<file path="src/sle_defines.svh">
/*
 * status lamp encoder constants: offsets, field positions, reset values, timing counts.
 * assumes a 20 MHz pclk and an APB master with 32-bit data.
 */
`ifndef SLE_DEFINES_SVH
`define SLE_DEFINES_SVH

////////////////////////////////////////////////////////////////////////////////
// register byte addresses
`define SLE_ADDR_CTRL 12'h000
`define SLE_ADDR_STAT 12'h004
`define SLE_ADDR_LAMP 12'h008

////////////////////////////////////////////////////////////////////////////////
// control register fields
`define SLE_CTRL_CONFIGURED 0
`define SLE_CTRL_HEALTHY 1
`define SLE_CTRL_CRASH_RESET 2
`define SLE_CTRL_DUP_ADDR 3
`define SLE_CTRL_ADDR_REQ 4
`define SLE_CTRL_DEFAULT_ADDR 5
`define SLE_CTRL_NO_EXEC 6
`define SLE_CTRL_BAD_ADDR_CFG 7
`define SLE_CTRL_KERNEL 8
`define SLE_CTRL_DOWNLOAD 9
`define SLE_CTRL_CRASH_LOG 10
`define SLE_CTRL_WIDTH 11
`define SLE_CTRL_RESET 11'h000

////////////////////////////////////////////////////////////////////////////////
// status register fields
`define SLE_STAT_LINK 0
`define SLE_STAT_SPEED_10 1
`define SLE_STAT_SPEED_100 2
`define SLE_STAT_FULL_DUPLEX 3
`define SLE_STAT_OFFLINE 4
`define SLE_STAT_CODE_LSB 8

////////////////////////////////////////////////////////////////////////////////
// flash group codes
`define SLE_CODE_STEADY 4'h0
`define SLE_CODE_NO_LINK 4'h3
`define SLE_CODE_DUP_ADDR 4'h4
`define SLE_CODE_ADDR_REQ 4'h5
`define SLE_CODE_DEFAULT_ADDR 4'h6
`define SLE_CODE_NO_EXEC 4'h7
`define SLE_CODE_BAD_ADDR_CFG 4'h8

////////////////////////////////////////////////////////////////////////////////
// timing: lamp times in ms, cycle counts derived at 20 MHz
`define SLE_CLK_HZ 20000000
`define SLE_FLASH_ON_MS 200
`define SLE_FLASH_OFF_MS 200
`define SLE_GROUP_PAUSE_MS 1000
`define SLE_STRETCH_MS 50
`define SLE_BLINK_MS 250
`define SLE_MS_CYCLES(ms) ((ms) * (`SLE_CLK_HZ / 1000))

`endif

</file>
<file path="src/sle_pkg.sv">
/*
 * status lamp encoder types.
 * assumes sle_defines.svh is compiled alongside.
 */
package sle_pkg;

  ////////////////////////////////////////////////////////////////////////////////
  // run lamp sequencer states
  typedef enum logic [3:0] {
    SLE_RUN_STEADY = 4'b0001,
    SLE_RUN_ON = 4'b0010,
    SLE_RUN_OFF = 4'b0100,
    SLE_RUN_PAUSE = 4'b1000
  } sle_run_state_t;

endpackage : sle_pkg

</file>
<file path="src/sle_stretch.sv">
/*
 * pulse stretcher: turns a one-cycle event into a lamp flash of fixed length.
 * assumes events synchronous to clk; presetn asynchronous active low.
 */
`timescale 1ns/1ps
module sle_stretch #(
  parameter int unsigned CYCLES = 1000000
) (
  // clock and reset
  input wire logic pclk,
  input wire logic presetn,
  // event in, lamp out
  input wire logic event_in,
  output logic lamp
);

  typedef struct packed {
    logic [31:0] cnt;
    logic lamp;
  } sle_stretch_state_t;

  sle_stretch_state_t st_q;
  sle_stretch_state_t st_d;

  always_comb begin
    st_d = st_q;
    if (event_in) begin
      st_d.cnt = 32'(CYCLES - 1);
      st_d.lamp = 1'b1;
    end else if (st_q.cnt != 32'h0000_0000) begin
      st_d.cnt = st_q.cnt - 32'h0000_0001;
    end else begin
      st_d.lamp = 1'b0;
    end
  end

  always_ff @(posedge pclk or negedge presetn) begin
    if (!presetn) begin
      st_q <= '0;
    end else begin
      st_q <= st_d;
    end
  end

  assign lamp = st_q.lamp;

endmodule : sle_stretch

</file>
<file path="src/sle_top.sv">
/*
 * status lamp encoder: front-panel lamps of an ethernet module, with an APB
 * register slave for firmware status bits and link state readback.
 * assumes physical-layer inputs synchronous to pclk; traffic events one-cycle pulses.
 */
`timescale 1ns/1ps
`include "sle_defines.svh"
module sle_top #(
  parameter int unsigned FLASH_ON_CYCLES = `SLE_MS_CYCLES(`SLE_FLASH_ON_MS),
  parameter int unsigned FLASH_OFF_CYCLES = `SLE_MS_CYCLES(`SLE_FLASH_OFF_MS),
  parameter int unsigned PAUSE_CYCLES = `SLE_MS_CYCLES(`SLE_GROUP_PAUSE_MS),
  parameter int unsigned STRETCH_CYCLES = `SLE_MS_CYCLES(`SLE_STRETCH_MS),
  parameter int unsigned BLINK_CYCLES = `SLE_MS_CYCLES(`SLE_BLINK_MS)
) (
  // clock and reset
  input wire logic pclk,
  input wire logic presetn,
  // apb slave
  input wire logic psel,
  input wire logic penable,
  input wire logic pwrite,
  input wire logic [11:0] paddr,
  input wire logic [31:0] pwdata,
  output logic [31:0] prdata,
  output logic pready,
  output logic pslverr,
  // physical layer status
  input wire logic phy_link,
  input wire logic phy_speed_100,
  input wire logic phy_full_duplex,
  input wire logic phy_tx_event,
  input wire logic phy_rx_event,
  input wire logic phy_collision,
  // lamps
  output logic active_lamp,
  output logic ready_lamp,
  output logic fault_lamp,
  output logic run_lamp,
  output logic collision_lamp,
  output logic link_lamp,
  output logic send_activity_lamp,
  output logic receive_activity_lamp,
  output logic loader_lamp,
  output logic ten_megabit_lamp,
  output logic hundred_megabit_lamp,
  output logic full_two_way_lamp,
  output logic crash_record_lamp,
  // network gate
  output logic net_offline
);

  ////////////////////////////////////////////////////////////////////////////////
  // state

  typedef struct packed {
    logic [`SLE_CTRL_WIDTH-1:0] ctrl;
    logic [31:0] prdata;
    logic pready;
    logic pslverr;
    sle_pkg::sle_run_state_t run_st;
    logic [3:0] code;
    logic [3:0] flashes_left;
    logic [31:0] run_cnt;
    logic [31:0] blink_cnt;
    logic blink;
    logic active;
    logic ready;
    logic fault;
    logic run;
    logic link;
    logic loader;
    logic ten;
    logic hundred;
    logic full;
    logic crash_rec;
    logic offline;
  } sle_top_state_t;

  sle_top_state_t st_q;
  sle_top_state_t st_d;

  logic tx_stretched;
  logic rx_stretched;
  logic coll_stretched;
  logic tx_q;
  logic rx_q;
  logic coll_q;

  ////////////////////////////////////////////////////////////////////////////////
  // functions

  // diagnostic code, highest-priority condition first
  function automatic logic [3:0] sle_code(input logic [`SLE_CTRL_WIDTH-1:0] c,
                                          input logic link);
    logic [3:0] r;
    r = `SLE_CODE_STEADY;
    if (c[`SLE_CTRL_NO_EXEC]) begin
      r = `SLE_CODE_NO_EXEC;
    end else if (!link) begin
      r = `SLE_CODE_NO_LINK;
    end else if (c[`SLE_CTRL_DUP_ADDR]) begin
      r = `SLE_CODE_DUP_ADDR;
    end else if (c[`SLE_CTRL_ADDR_REQ]) begin
      r = `SLE_CODE_ADDR_REQ;
    end else if (c[`SLE_CTRL_BAD_ADDR_CFG]) begin
      r = `SLE_CODE_BAD_ADDR_CFG;
    end else if (c[`SLE_CTRL_DEFAULT_ADDR]) begin
      r = `SLE_CODE_DEFAULT_ADDR;
    end
    return r;
  endfunction : sle_code

  // register decode: one-hot select of the three mapped words
  function automatic logic [2:0] sle_decode(input logic [11:0] a);
    logic [2:0] r;
    r = 3'b000;
    case (a)
      `SLE_ADDR_CTRL: begin
        r = 3'b001;
      end
      `SLE_ADDR_STAT: begin
        r = 3'b010;
      end
      `SLE_ADDR_LAMP: begin
        r = 3'b100;
      end
      default: begin
        r = 3'b000;
      end
    endcase
    return r;
  endfunction : sle_decode

  // down-counter reload value
  function automatic logic [31:0] sle_load(input int unsigned cycles);
    return 32'(cycles - 1);
  endfunction : sle_load

  ////////////////////////////////////////////////////////////////////////////////
  // traffic stretchers

  sle_stretch #(.CYCLES(STRETCH_CYCLES)) u_tx (
    .pclk(pclk),
    .presetn(presetn),
    .event_in(phy_tx_event),
    .lamp(tx_stretched)
  );

  sle_stretch #(.CYCLES(STRETCH_CYCLES)) u_rx (
    .pclk(pclk),
    .presetn(presetn),
    .event_in(phy_rx_event),
    .lamp(rx_stretched)
  );

  sle_stretch #(.CYCLES(STRETCH_CYCLES)) u_coll (
    .pclk(pclk),
    .presetn(presetn),
    .event_in(phy_collision),
    .lamp(coll_stretched)
  );

  ////////////////////////////////////////////////////////////////////////////////
  // next state

  always_comb begin
    logic [3:0] code_now;
    logic setup;
    logic access;
    logic [2:0] sel;
    code_now = sle_code(st_q.ctrl, phy_link);
    setup = psel && !penable;
    access = psel && penable;
    sel = sle_decode(paddr);
    st_d = st_q;

    // apb: no wait state, pready answers in the first access cycle
    st_d.pready = 1'b0;
    st_d.pslverr = 1'b0;
    if (setup) begin
      st_d.pready = 1'b1;
      st_d.prdata = 32'h0000_0000;
      case (sel)
        3'b001: begin
          if (!pwrite) begin
            st_d.prdata[`SLE_CTRL_WIDTH-1:0] = st_q.ctrl;
          end
        end
        3'b010: begin
          if (pwrite) begin
            st_d.pslverr = 1'b1;
          end else begin
            st_d.prdata[`SLE_STAT_LINK] = phy_link;
            st_d.prdata[`SLE_STAT_SPEED_10] = st_q.ten;
            st_d.prdata[`SLE_STAT_SPEED_100] = st_q.hundred;
            st_d.prdata[`SLE_STAT_FULL_DUPLEX] = st_q.full;
            st_d.prdata[`SLE_STAT_OFFLINE] = st_q.offline;
            st_d.prdata[`SLE_STAT_CODE_LSB +: 4] = st_q.code;
          end
        end
        3'b100: begin
          if (pwrite) begin
            st_d.pslverr = 1'b1;
          end else begin
            st_d.prdata[12:0] = {st_q.active, st_q.ready, st_q.fault, st_q.run,
                                 coll_q, st_q.link, tx_q, rx_q, st_q.loader,
                                 st_q.ten, st_q.hundred, st_q.full, st_q.crash_rec};
          end
        end
        default: begin
          st_d.pslverr = 1'b1;
        end
      endcase
    end

    // write lands at the access edge, where the master samples pready;
    // refused writes (status, lamp, unmapped) never reach ctrl
    if (access && st_q.pready && pwrite && sel[0]) begin
      st_d.ctrl = pwdata[`SLE_CTRL_WIDTH-1:0];
    end

    // steady lamps
    st_d.active = st_q.ctrl[`SLE_CTRL_CONFIGURED];
    st_d.ready = st_q.ctrl[`SLE_CTRL_HEALTHY];
    st_d.fault = st_q.ctrl[`SLE_CTRL_CRASH_RESET] || st_q.ctrl[`SLE_CTRL_DUP_ADDR]
                 || !phy_link || st_q.ctrl[`SLE_CTRL_ADDR_REQ];
    st_d.link = phy_link;
    st_d.ten = phy_link && !phy_speed_100;
    st_d.hundred = phy_link && phy_speed_100;
    st_d.full = phy_link && phy_full_duplex;
    st_d.crash_rec = st_q.ctrl[`SLE_CTRL_CRASH_LOG];
    st_d.offline = st_q.ctrl[`SLE_CTRL_DUP_ADDR];

    // loader lamp: blink while downloading, steady in kernel mode
    if (st_q.blink_cnt == 32'h0000_0000) begin
      st_d.blink_cnt = sle_load(BLINK_CYCLES);
      st_d.blink = !st_q.blink;
    end else begin
      st_d.blink_cnt = st_q.blink_cnt - 32'h0000_0001;
    end
    if (st_q.ctrl[`SLE_CTRL_DOWNLOAD]) begin
      st_d.loader = st_q.blink;
    end else begin
      st_d.loader = st_q.ctrl[`SLE_CTRL_KERNEL];
    end

    // run lamp sequencer; a new code takes effect at the next group start
    if (st_q.run_cnt != 32'h0000_0000) begin
      st_d.run_cnt = st_q.run_cnt - 32'h0000_0001;
    end
    case (st_q.run_st)
      sle_pkg::SLE_RUN_STEADY: begin
        st_d.run = 1'b1;
        st_d.code = code_now;
        if (code_now != `SLE_CODE_STEADY) begin
          st_d.run_st = sle_pkg::SLE_RUN_PAUSE;
          st_d.run = 1'b0;
          st_d.run_cnt = sle_load(PAUSE_CYCLES);
        end
      end
      sle_pkg::SLE_RUN_ON: begin
        st_d.run = 1'b1;
        if (st_q.run_cnt == 32'h0000_0000) begin
          st_d.run = 1'b0;
          st_d.flashes_left = st_q.flashes_left - 4'h1;
          if (st_q.flashes_left == 4'h1) begin
            st_d.run_st = sle_pkg::SLE_RUN_PAUSE;
            st_d.run_cnt = sle_load(PAUSE_CYCLES);
          end else begin
            st_d.run_st = sle_pkg::SLE_RUN_OFF;
            st_d.run_cnt = sle_load(FLASH_OFF_CYCLES);
          end
        end
      end
      sle_pkg::SLE_RUN_OFF: begin
        st_d.run = 1'b0;
        if (st_q.run_cnt == 32'h0000_0000) begin
          st_d.run_st = sle_pkg::SLE_RUN_ON;
          st_d.run = 1'b1;
          st_d.run_cnt = sle_load(FLASH_ON_CYCLES);
        end
      end
      sle_pkg::SLE_RUN_PAUSE: begin
        st_d.run = 1'b0;
        if (st_q.run_cnt == 32'h0000_0000) begin
          st_d.code = code_now;
          if (code_now == `SLE_CODE_STEADY) begin
            st_d.run_st = sle_pkg::SLE_RUN_STEADY;
            st_d.run = 1'b1;
          end else begin
            st_d.run_st = sle_pkg::SLE_RUN_ON;
            st_d.run = 1'b1;
            st_d.flashes_left = code_now;
            st_d.run_cnt = sle_load(FLASH_ON_CYCLES);
          end
        end
      end
      default: begin
        st_d.run_st = sle_pkg::SLE_RUN_STEADY;
      end
    endcase
  end

  ////////////////////////////////////////////////////////////////////////////////
  // registers

  always_ff @(posedge pclk or negedge presetn) begin
    if (!presetn) begin
      st_q <= '0;
      st_q.ctrl <= `SLE_CTRL_RESET;
      st_q.run_st <= sle_pkg::SLE_RUN_STEADY;
      tx_q <= 1'b0;
      rx_q <= 1'b0;
      coll_q <= 1'b0;
    end else begin
      st_q <= st_d;
      tx_q <= tx_stretched;
      rx_q <= rx_stretched;
      coll_q <= coll_stretched;
    end
  end

  ////////////////////////////////////////////////////////////////////////////////
  // outputs

  assign prdata = st_q.prdata;
  assign pready = st_q.pready;
  assign pslverr = st_q.pslverr;
  assign active_lamp = st_q.active;
  assign ready_lamp = st_q.ready;
  assign fault_lamp = st_q.fault;
  assign run_lamp = st_q.run;
  assign collision_lamp = coll_q;
  assign link_lamp = st_q.link;
  assign send_activity_lamp = tx_q;
  assign receive_activity_lamp = rx_q;
  assign loader_lamp = st_q.loader;
  assign ten_megabit_lamp = st_q.ten;
  assign hundred_megabit_lamp = st_q.hundred;
  assign full_two_way_lamp = st_q.full;
  assign crash_record_lamp = st_q.crash_rec;
  assign net_offline = st_q.offline;

endmodule : sle_top

</file>
<file path="config.mk">
export PLATFORM = sky130hd
export DESIGN_NAME = sle_top
export DESIGN_NICKNAME = d
export VERILOG_FILES = /design/src/sle_pkg.sv /design/src/sle_stretch.sv /design/src/sle_top.sv
export VERILOG_INCLUDE_DIRS = /design/src
export SDC_FILE = /design/constraint.sdc
export NUM_CORES = 1
export LEC_CHECK = 0
export BUFFER_PORTS_ARGS = -buffer_cell sky130_fd_sc_hd__buf_2
export CAP_MARGIN = 20
export CELL_PAD_IN_SITES_DETAIL_PLACEMENT = 1
export CELL_PAD_IN_SITES_GLOBAL_PLACEMENT = 1
export CORE_MARGIN = 10
export CORE_UTILIZATION = 35
export DETAILED_ROUTE_END_ITERATION = 8
export PLACE_DENSITY = 0.65
export SYNTH_ARGS = -nofsm -noshare
export SYNTH_HDL_FRONTEND = slang
export SYNTH_SLANG_ARGS = --single-unit
</file>
<file path="constraint.sdc">
create_clock -name pclk -period 4.1 [get_ports pclk]
set_input_delay 0.205 -clock pclk [delete_from_list [all_inputs] [get_ports pclk]]
set_output_delay 0.205 -clock pclk [all_outputs]
set_load 0.05 [all_outputs]
</file>
# [After elaboration in Yosys (flattened, before gate mapping)]
# Cells that the tools add are included.
[op_classes] mux=50 n_eq_ne=18 multipliers=0 n_shift=0 magnitude_cmp=0 div=0 n_reduce_logical=35 bitwise_logic=0 add_sub_neg=6
[ops] cell="2-to-1 mux 32 bit" n=7
[ops] cell="subtractor 32 x 1 -> 32 bit, second input constant" n=5
[ops] cell="one-hot mux 32 bit (4 select lines)" n=1
[ops] cell="nonzero test 32 bit" n=4
[ops] cell="2-to-1 mux 33 bit" n=3
[ops] cell="2-to-1 mux 36 bit" n=2
[ops] cell="zero test 32 bit" n=2
[ops] cell="2-to-1 mux 44 bit" n=1
[ops] cell="2-to-1 mux 4 bit" n=10
[ops] cell="2-to-1 mux 25 bit" n=1
[ops] cell="one-hot mux 3 bit (3 select lines)" n=2
[ops] cell="!= test 2 bit, second input constant" n=8
[ops] cell="one-hot mux 4 bit (2 select lines)" n=2
[ops] cell="one-hot mux 4 bit (4 select lines)" n=1
[ops] cell="one-hot mux 5 bit (3 select lines)" n=1
[ops] cell="2-to-1 mux 13 bit" n=1
[ops] cell="equality test 12 x 3 -> 1 bit, second input constant" n=1
[ops] cell="equality test 12 x 4 -> 1 bit, second input constant" n=1
[ops] cell="zero test 12 bit" n=1
[ops] cell="2-to-1 mux 11 bit" n=1
[ops] cell="nonzero test 2 bit" n=5
[ops] cell="2-to-1 mux 1 bit" n=9
[ops] cell="equality test 4 x 1 -> 1 bit, second input constant" n=2
[ops] cell="logical AND 1 bit" n=8
[ops] cell="21 further kinds" n=30
[totals] memories=0 regBits=216 ramBits=0 out_inout_bits=48 rom_bits=0 inputBits=55 latch_bits=0

# [Longest topological paths before layout]
[depth] depth_word=10 mapped_depth=11

# [Cells and area by module]
# Synthesis repeated with hierarchy kept, for this count alone.
[hier_totals] cells_unflattened=1227 hier_area_um2=11913.9
[modules_own_cells] mod="sle_top" seq_area_each_um2=2929.1 cells_per_inst=645 area_per_inst_um2=6227.2 instances=1
[modules_own_cells] mod="sle_stretch" seq_area_each_um2=825.8 cells_per_inst=194 area_per_inst_um2=1895.6 instances=3

# [Worst setup path before layout]
# No wires, ideal clock.
[synth_timing] path_kind="reg2reg" from="register st_q[55] (netlist name)" to="register st_q[44] (netlist name)" required_ns=3.949 slack_ns=1.078 path_buffers=1 t_arrival_ns=2.871 path_stages_with_launch=10 period_less_slack_ns=3.022 cell_sequence="dfrtp_1 -> nor4_1 -> nand4b_1 -> nor4_4 -> inv_2 -> clkbuf_1 -> ha_1 -> o41a_1 -> a211oi_1 -> a221oi_1"
[synth_rtl] element="start: declaration" line="sle_top.sv:79" rtl="sle_top_state_t st_q;"
[synth_rtl] element="start signal: assignment" line="sle_top.sv:316" rtl="st_q <= st_d;"

==> results.md <==
Status:
- The run finished with clean final reports.

Drt:
- The routed layout has between 8000 and 9000 vias.
- The number of detailed-routing iterations run before antenna repair is 4.
- After detailed routing, the average wire length per cell comes to 16.69 um.
- The total wire length after detailed routing is roughly 27000 um.
- The number of DRC markers in iteration 0 is approximately 340.
- The count of nets left with antenna violations once routing finished came out at 0.
- In the routed layout, each cell is associated on average with a via count of ~5.2.
- For this run, design rule violations remaining after detail routing come to 0.

Placed design:
- The instance count after placement with tap cells included is between 1500 and 2000.
- The number of port buffers is 62.
- The congestion estimate from routability-driven global placement came to 0.7759.
- Once detailed placement completed, the half-perimeter wirelength came to 18140 um.

Synthesis:
- The count of different cell masters after synthesis is 65.
- In this run the mean area of a mapped cell was slightly below 10 um2.
- Yosys printed 0 warnings.
- The main flop type after synthesis is sky130_fd_sc_hd__dfrtp_1.
- The synthesized design contains roughly 220 register bits.
- The fraction of synthesized cell area taken by the top area cell type is 0.4889.
- Synthesis produced a netlist whose cell count is 1138.
- In this run the cell area of the synthesized design comes to 11010 um2.
- By area the synthesized netlist is led by sky130_fd_sc_hd__dfrtp_1 49%, sky130_fd_sc_hd__nor2_1 5.4%, sky130_fd_sc_hd__xnor2_1 4.9%, sky130_fd_sc_hd__xor2_1 4.4%, sky130_fd_sc_hd__nand2_1 3.3%.
- The cell type contributing the most total cell area after synthesis is sky130_fd_sc_hd__dfrtp_1.
- Of the synthesized area, sequential elements account for 0.4912.
- The fraction of registers with async set or reset after synthesis is 1.000.
- The number of flops mapped to enable cells by yosys is 0.

Finish:
- The number of antenna diodes in the final layout is 0.
- The share of cells above drive strength 1 is 0.1275.
- The multi-input combinational cells in the finished layout cover a total of ~5200 um2.
- The area occupied by registers is ~5400 um2.
- At the end of the flow, the number of nets in the layout was between 1000 and 1500.
- The area growth from synthesis to layout is 14.68%.
- Leaving out filler cells and counting taps, the final layout contains 1620.
- The number of filler cells placed in the layout is roughly 3500.

Floorplanning:
- The initial utilization of the core area, before any placement, comes to 0.3570.
- The die covers ~39000 um2.
- After floorplanning, the core was sized to cover 30830 um2.
- The overall die width is between 150 and 200 um.
- The die outline height is around 200 um.
- During I/O placement, the number of pins put on the boundary was 103.
- The floorplan has 64 rows.

Setup path:
- The critical setup path kind is reg -> reg.
- Data arrives at the worst endpoint at 3.49 ns.
- The reg-to-reg critical path startpoint is st_q[54].
- The maximum fanout count along the critical path is 14.
- The endpoint identified for the worst register-to-register timing path is st_q[44].
- Data on the critical path is required at its endpoint by approximately 4.5 ns.
- The logic depth of the worst register-to-register path is 8.
- The type of origin of the critical path is a register.
- The worst register-to-register path has a setup slack of 0.99 ns.
- The worst setup path is captured at a register.

Clock network:
- The clock tree root driver cell is sky130_fd_sc_hd__clkbuf_16.
- Counting the buffers created by CTS gives 26.
- Counting along the longest clock path gives a buffer depth of 3.
- CTS built an H-tree with a depth of 1.
- The clock-pin slew on the worst setup and hold paths is around 0.06 ns.
- The clock drives around 220 sinks.
- The CTS tree is done.
- At the later pin of the worst-skew pair, clock insertion delay measures around 0.55 ns.

STA:
- The transition time of the tightest slew-check pin is around 0.97 ns.
- The achievable clock frequency is 0.3220 GHz.
- In this run the tightest slew margin relative to its limit is 0.3375.
- The worst path needs roughly 3.1 ns of the cycle, external delays included.
- The number of pins exceeding their max-slew limit in the final report was 0.
- Setup repair after global routing left no endpoint under its margin.
- The count of endpoints failing setup in the final report is 0.
- Of the available clock period, the critical path in the final layout requires 0.7575.
- In the final timing run, aggregate negative setup slack is 0 ns.
- The count of final hold-check violations is 0.
- The final setup skew is approximately 0.027 ns.

Power and ir drop:
- In this run the power density over the cells is between 300 and 400 nW/um2.
- IR analysis of the VDD net gives a maximum drop of ~0.00038 V.
- The leakage dissipation is about 5.2 nW.

Hold path:
- The startpoint of the worst hold path is paddr[10].
- The class of the worst hold path is in -> reg.
- The sink of the worst hold path is prdata[2].
- The worst hold path stage count is 4.

Global routing:
- The overall track demand over capacity in global routing is 0.1391.
- The first global-routing pass estimated between 40000 and 50000 um of wire.
- The number of global-route vias before repair is a little under 9000.
- The largest net degree at the start of global routing is 106.
- The number of antenna violations at the first check in global routing is 0.
- The remaining global-route overflow is 0.

Job:
- The tool flagged a number of max-cap violations equal to 0.
[critical path, stage by stage, from the launching register on]
cell                       delay, ns
sky130_fd_sc_hd__dfrtp_1        0.41
sky130_fd_sc_hd__nor4_1         0.54
sky130_fd_sc_hd__nand4b_1       0.37
sky130_fd_sc_hd__nor4_4         0.33
sky130_fd_sc_hd__inv_2          0.18
sky130_fd_sc_hd__ha_1           0.34
sky130_fd_sc_hd__o41a_1         0.45
sky130_fd_sc_hd__a211oi_1       0.25
sky130_fd_sc_hd__a221oi_1       0.08
[registers in the layout (all words and copies together) (netlist names), 4 cells and up]
name         flops
u_tx.st_q       32
u_coll.st_q     32
prdata          13
st_d             4
st_q            84
u_rx.st_q       32
[where the power goes]
group          internal, mW  leakage, nW  total (mW)  switching [mW]
logic                0.0472         2.16       0.189           0.141
registers              2.14         2.64        2.15         0.00839
clock network          1.40        0.415        2.32           0.918
total                  3.59         5.22        4.66            1.07
[per-stage QoR]
| step | area, um2 | worst slack (ns) | hold slack (ns) | utilization | power [mW] |
|---|---|---|---|---|---|
| final | 12620 | 0.9941 | 0.06557 | 0.4094 | 4.661 |
| after global placement | 11610 | 1.075 | 0.3359 | 0.3766 | 2.368 |
| after floorplan | 11070 | 1.078 | -0.09059 | - | 2.298 |
| after detailed placement | 11610 | 0.9997 | 0.3462 | 0.3766 | 2.371 |
| after global routing | 12620 | 0.6488 | 0.07690 | 0.4094 | 4.848 |
| after CTS | 12620 | 0.9831 | 0.05186 | 0.4092 | 4.741 |
[final cells by class]
cell class	count	share of cell area
Clock buffer	35	0.05661
Clock inverter	8	0.01031
Inverter	24	0.007138
Multi-Input combinational cell	852	0.4129
Sequential cell	216	0.4284
Tap cell	396	0.03926
Timing Repair Buffer	89	0.04540
[kinds of logic after synthesis]
logic type,synth area share
flops,0.4912
compound gates,0.07810
buf+inv,0.04184
other cells,0.0003407
mux,0.02717
simple gates,0.2591
fa+ha+maj,0.009095
xor+xnor,0.09311
[per-layer routing]
layer	wire length, um	up-vias	GRT usage
met5	0	-	0
met1	13230	4235	0.1891
li1	-	4089	-
met4	449	0	0.02962
met3	903	25	0.02266
met2	12460	103	0.2285
[Yosys cell counts (3+ instances only)]
cell type,instances
sky130_fd_sc_hd__nor4_2,4
sky130_fd_sc_hd__clkbuf_1,28
sky130_fd_sc_hd__o21bai_1,3
sky130_fd_sc_hd__nor2b_1,9
sky130_fd_sc_hd__a211o_1,4
sky130_fd_sc_hd__xor2_1,55
sky130_fd_sc_hd__a21o_1,5
sky130_fd_sc_hd__nand3b_1,9
sky130_fd_sc_hd__or3b_2,4
sky130_fd_sc_hd__ha_1,8
sky130_fd_sc_hd__and3_1,6
sky130_fd_sc_hd__nand2b_1,27
sky130_fd_sc_hd__a21oi_1,42
sky130_fd_sc_hd__nand3_1,32
sky130_fd_sc_hd__o211ai_1,3
sky130_fd_sc_hd__a31oi_1,7
sky130_fd_sc_hd__or3_1,24
sky130_fd_sc_hd__nor4b_1,4
sky130_fd_sc_hd__nor3b_1,4
sky130_fd_sc_hd__mux2_2,15
sky130_fd_sc_hd__nand4_1,14
sky130_fd_sc_hd__o31ai_1,8
sky130_fd_sc_hd__nand2_1,96
sky130_fd_sc_hd__a211oi_1,4
sky130_fd_sc_hd__dfrtp_1,215
sky130_fd_sc_hd__or4_1,23
sky130_fd_sc_hd__nand4b_1,5
sky130_fd_sc_hd__o22a_1,3
sky130_fd_sc_hd__nor3_1,48
sky130_fd_sc_hd__nor2_1,159
sky130_fd_sc_hd__nor4b_2,3
sky130_fd_sc_hd__or2_2,4
sky130_fd_sc_hd__mux2i_1,13
sky130_fd_sc_hd__inv_1,23
sky130_fd_sc_hd__buf_4,34
sky130_fd_sc_hd__or4_4,5
sky130_fd_sc_hd__and2_1,7
sky130_fd_sc_hd__o21ai_0,42
sky130_fd_sc_hd__nor4_1,44
sky130_fd_sc_hd__xnor2_1,62
[layout by cell type, fill, tap and decap left out, types with 6 or more instances in the layout]
master and instances:
sky130_fd_sc_hd__dfrtp_1 215, sky130_fd_sc_hd__nor2_1 159, sky130_fd_sc_hd__nand2_1 96, sky130_fd_sc_hd__xnor2_1 62, sky130_fd_sc_hd__buf_2 62, sky130_fd_sc_hd__xor2_1 55
sky130_fd_sc_hd__nor3_1 47, sky130_fd_sc_hd__nor4_1 44, sky130_fd_sc_hd__o21ai_0 42, sky130_fd_sc_hd__a21oi_1 42, sky130_fd_sc_hd__nand3_1 32, sky130_fd_sc_hd__nand2b_1 27
sky130_fd_sc_hd__clkbuf_16 26, sky130_fd_sc_hd__or3_1 24, sky130_fd_sc_hd__inv_1 23, sky130_fd_sc_hd__or4_1 23, sky130_fd_sc_hd__conb_1 19, sky130_fd_sc_hd__dlygate4sd3_1 16
sky130_fd_sc_hd__mux2_2 15, sky130_fd_sc_hd__nand4_1 14, sky130_fd_sc_hd__mux2i_1 13, sky130_fd_sc_hd__nor2b_1 9, sky130_fd_sc_hd__nand3b_1 9, sky130_fd_sc_hd__buf_4 9
sky130_fd_sc_hd__o31ai_1 8, sky130_fd_sc_hd__ha_1 8, sky130_fd_sc_hd__and2_1 7, sky130_fd_sc_hd__a31oi_1 7, sky130_fd_sc_hd__and3_1 6, sky130_fd_sc_hd__clkbuf_1 6
[how the worst max path moves through the flow]
stage                     startpoint       end  slack [ns]  depth (start not counted)
after floorplan             st_q[55]  st_q[44]        1.08                          9
after global placement      st_q[55]  st_q[44]        1.08                          8
after detailed placement    st_q[52]  st_q[44]         1.0                          8
after CTS                   st_q[55]  st_q[44]        0.98                          8
after global routing        st_q[55]  st_q[44]        0.65                          8
final                       st_q[54]  st_q[44]        0.99                          8
[timing repair]
action / in CTS / in global routing
endpoints found under the hold margin: 121 / 0
hold buffers: 16 / 0
setup buffers: 0 / 0
gates resized for setup: 0 / 0
(Power assumes the default switching activity.)
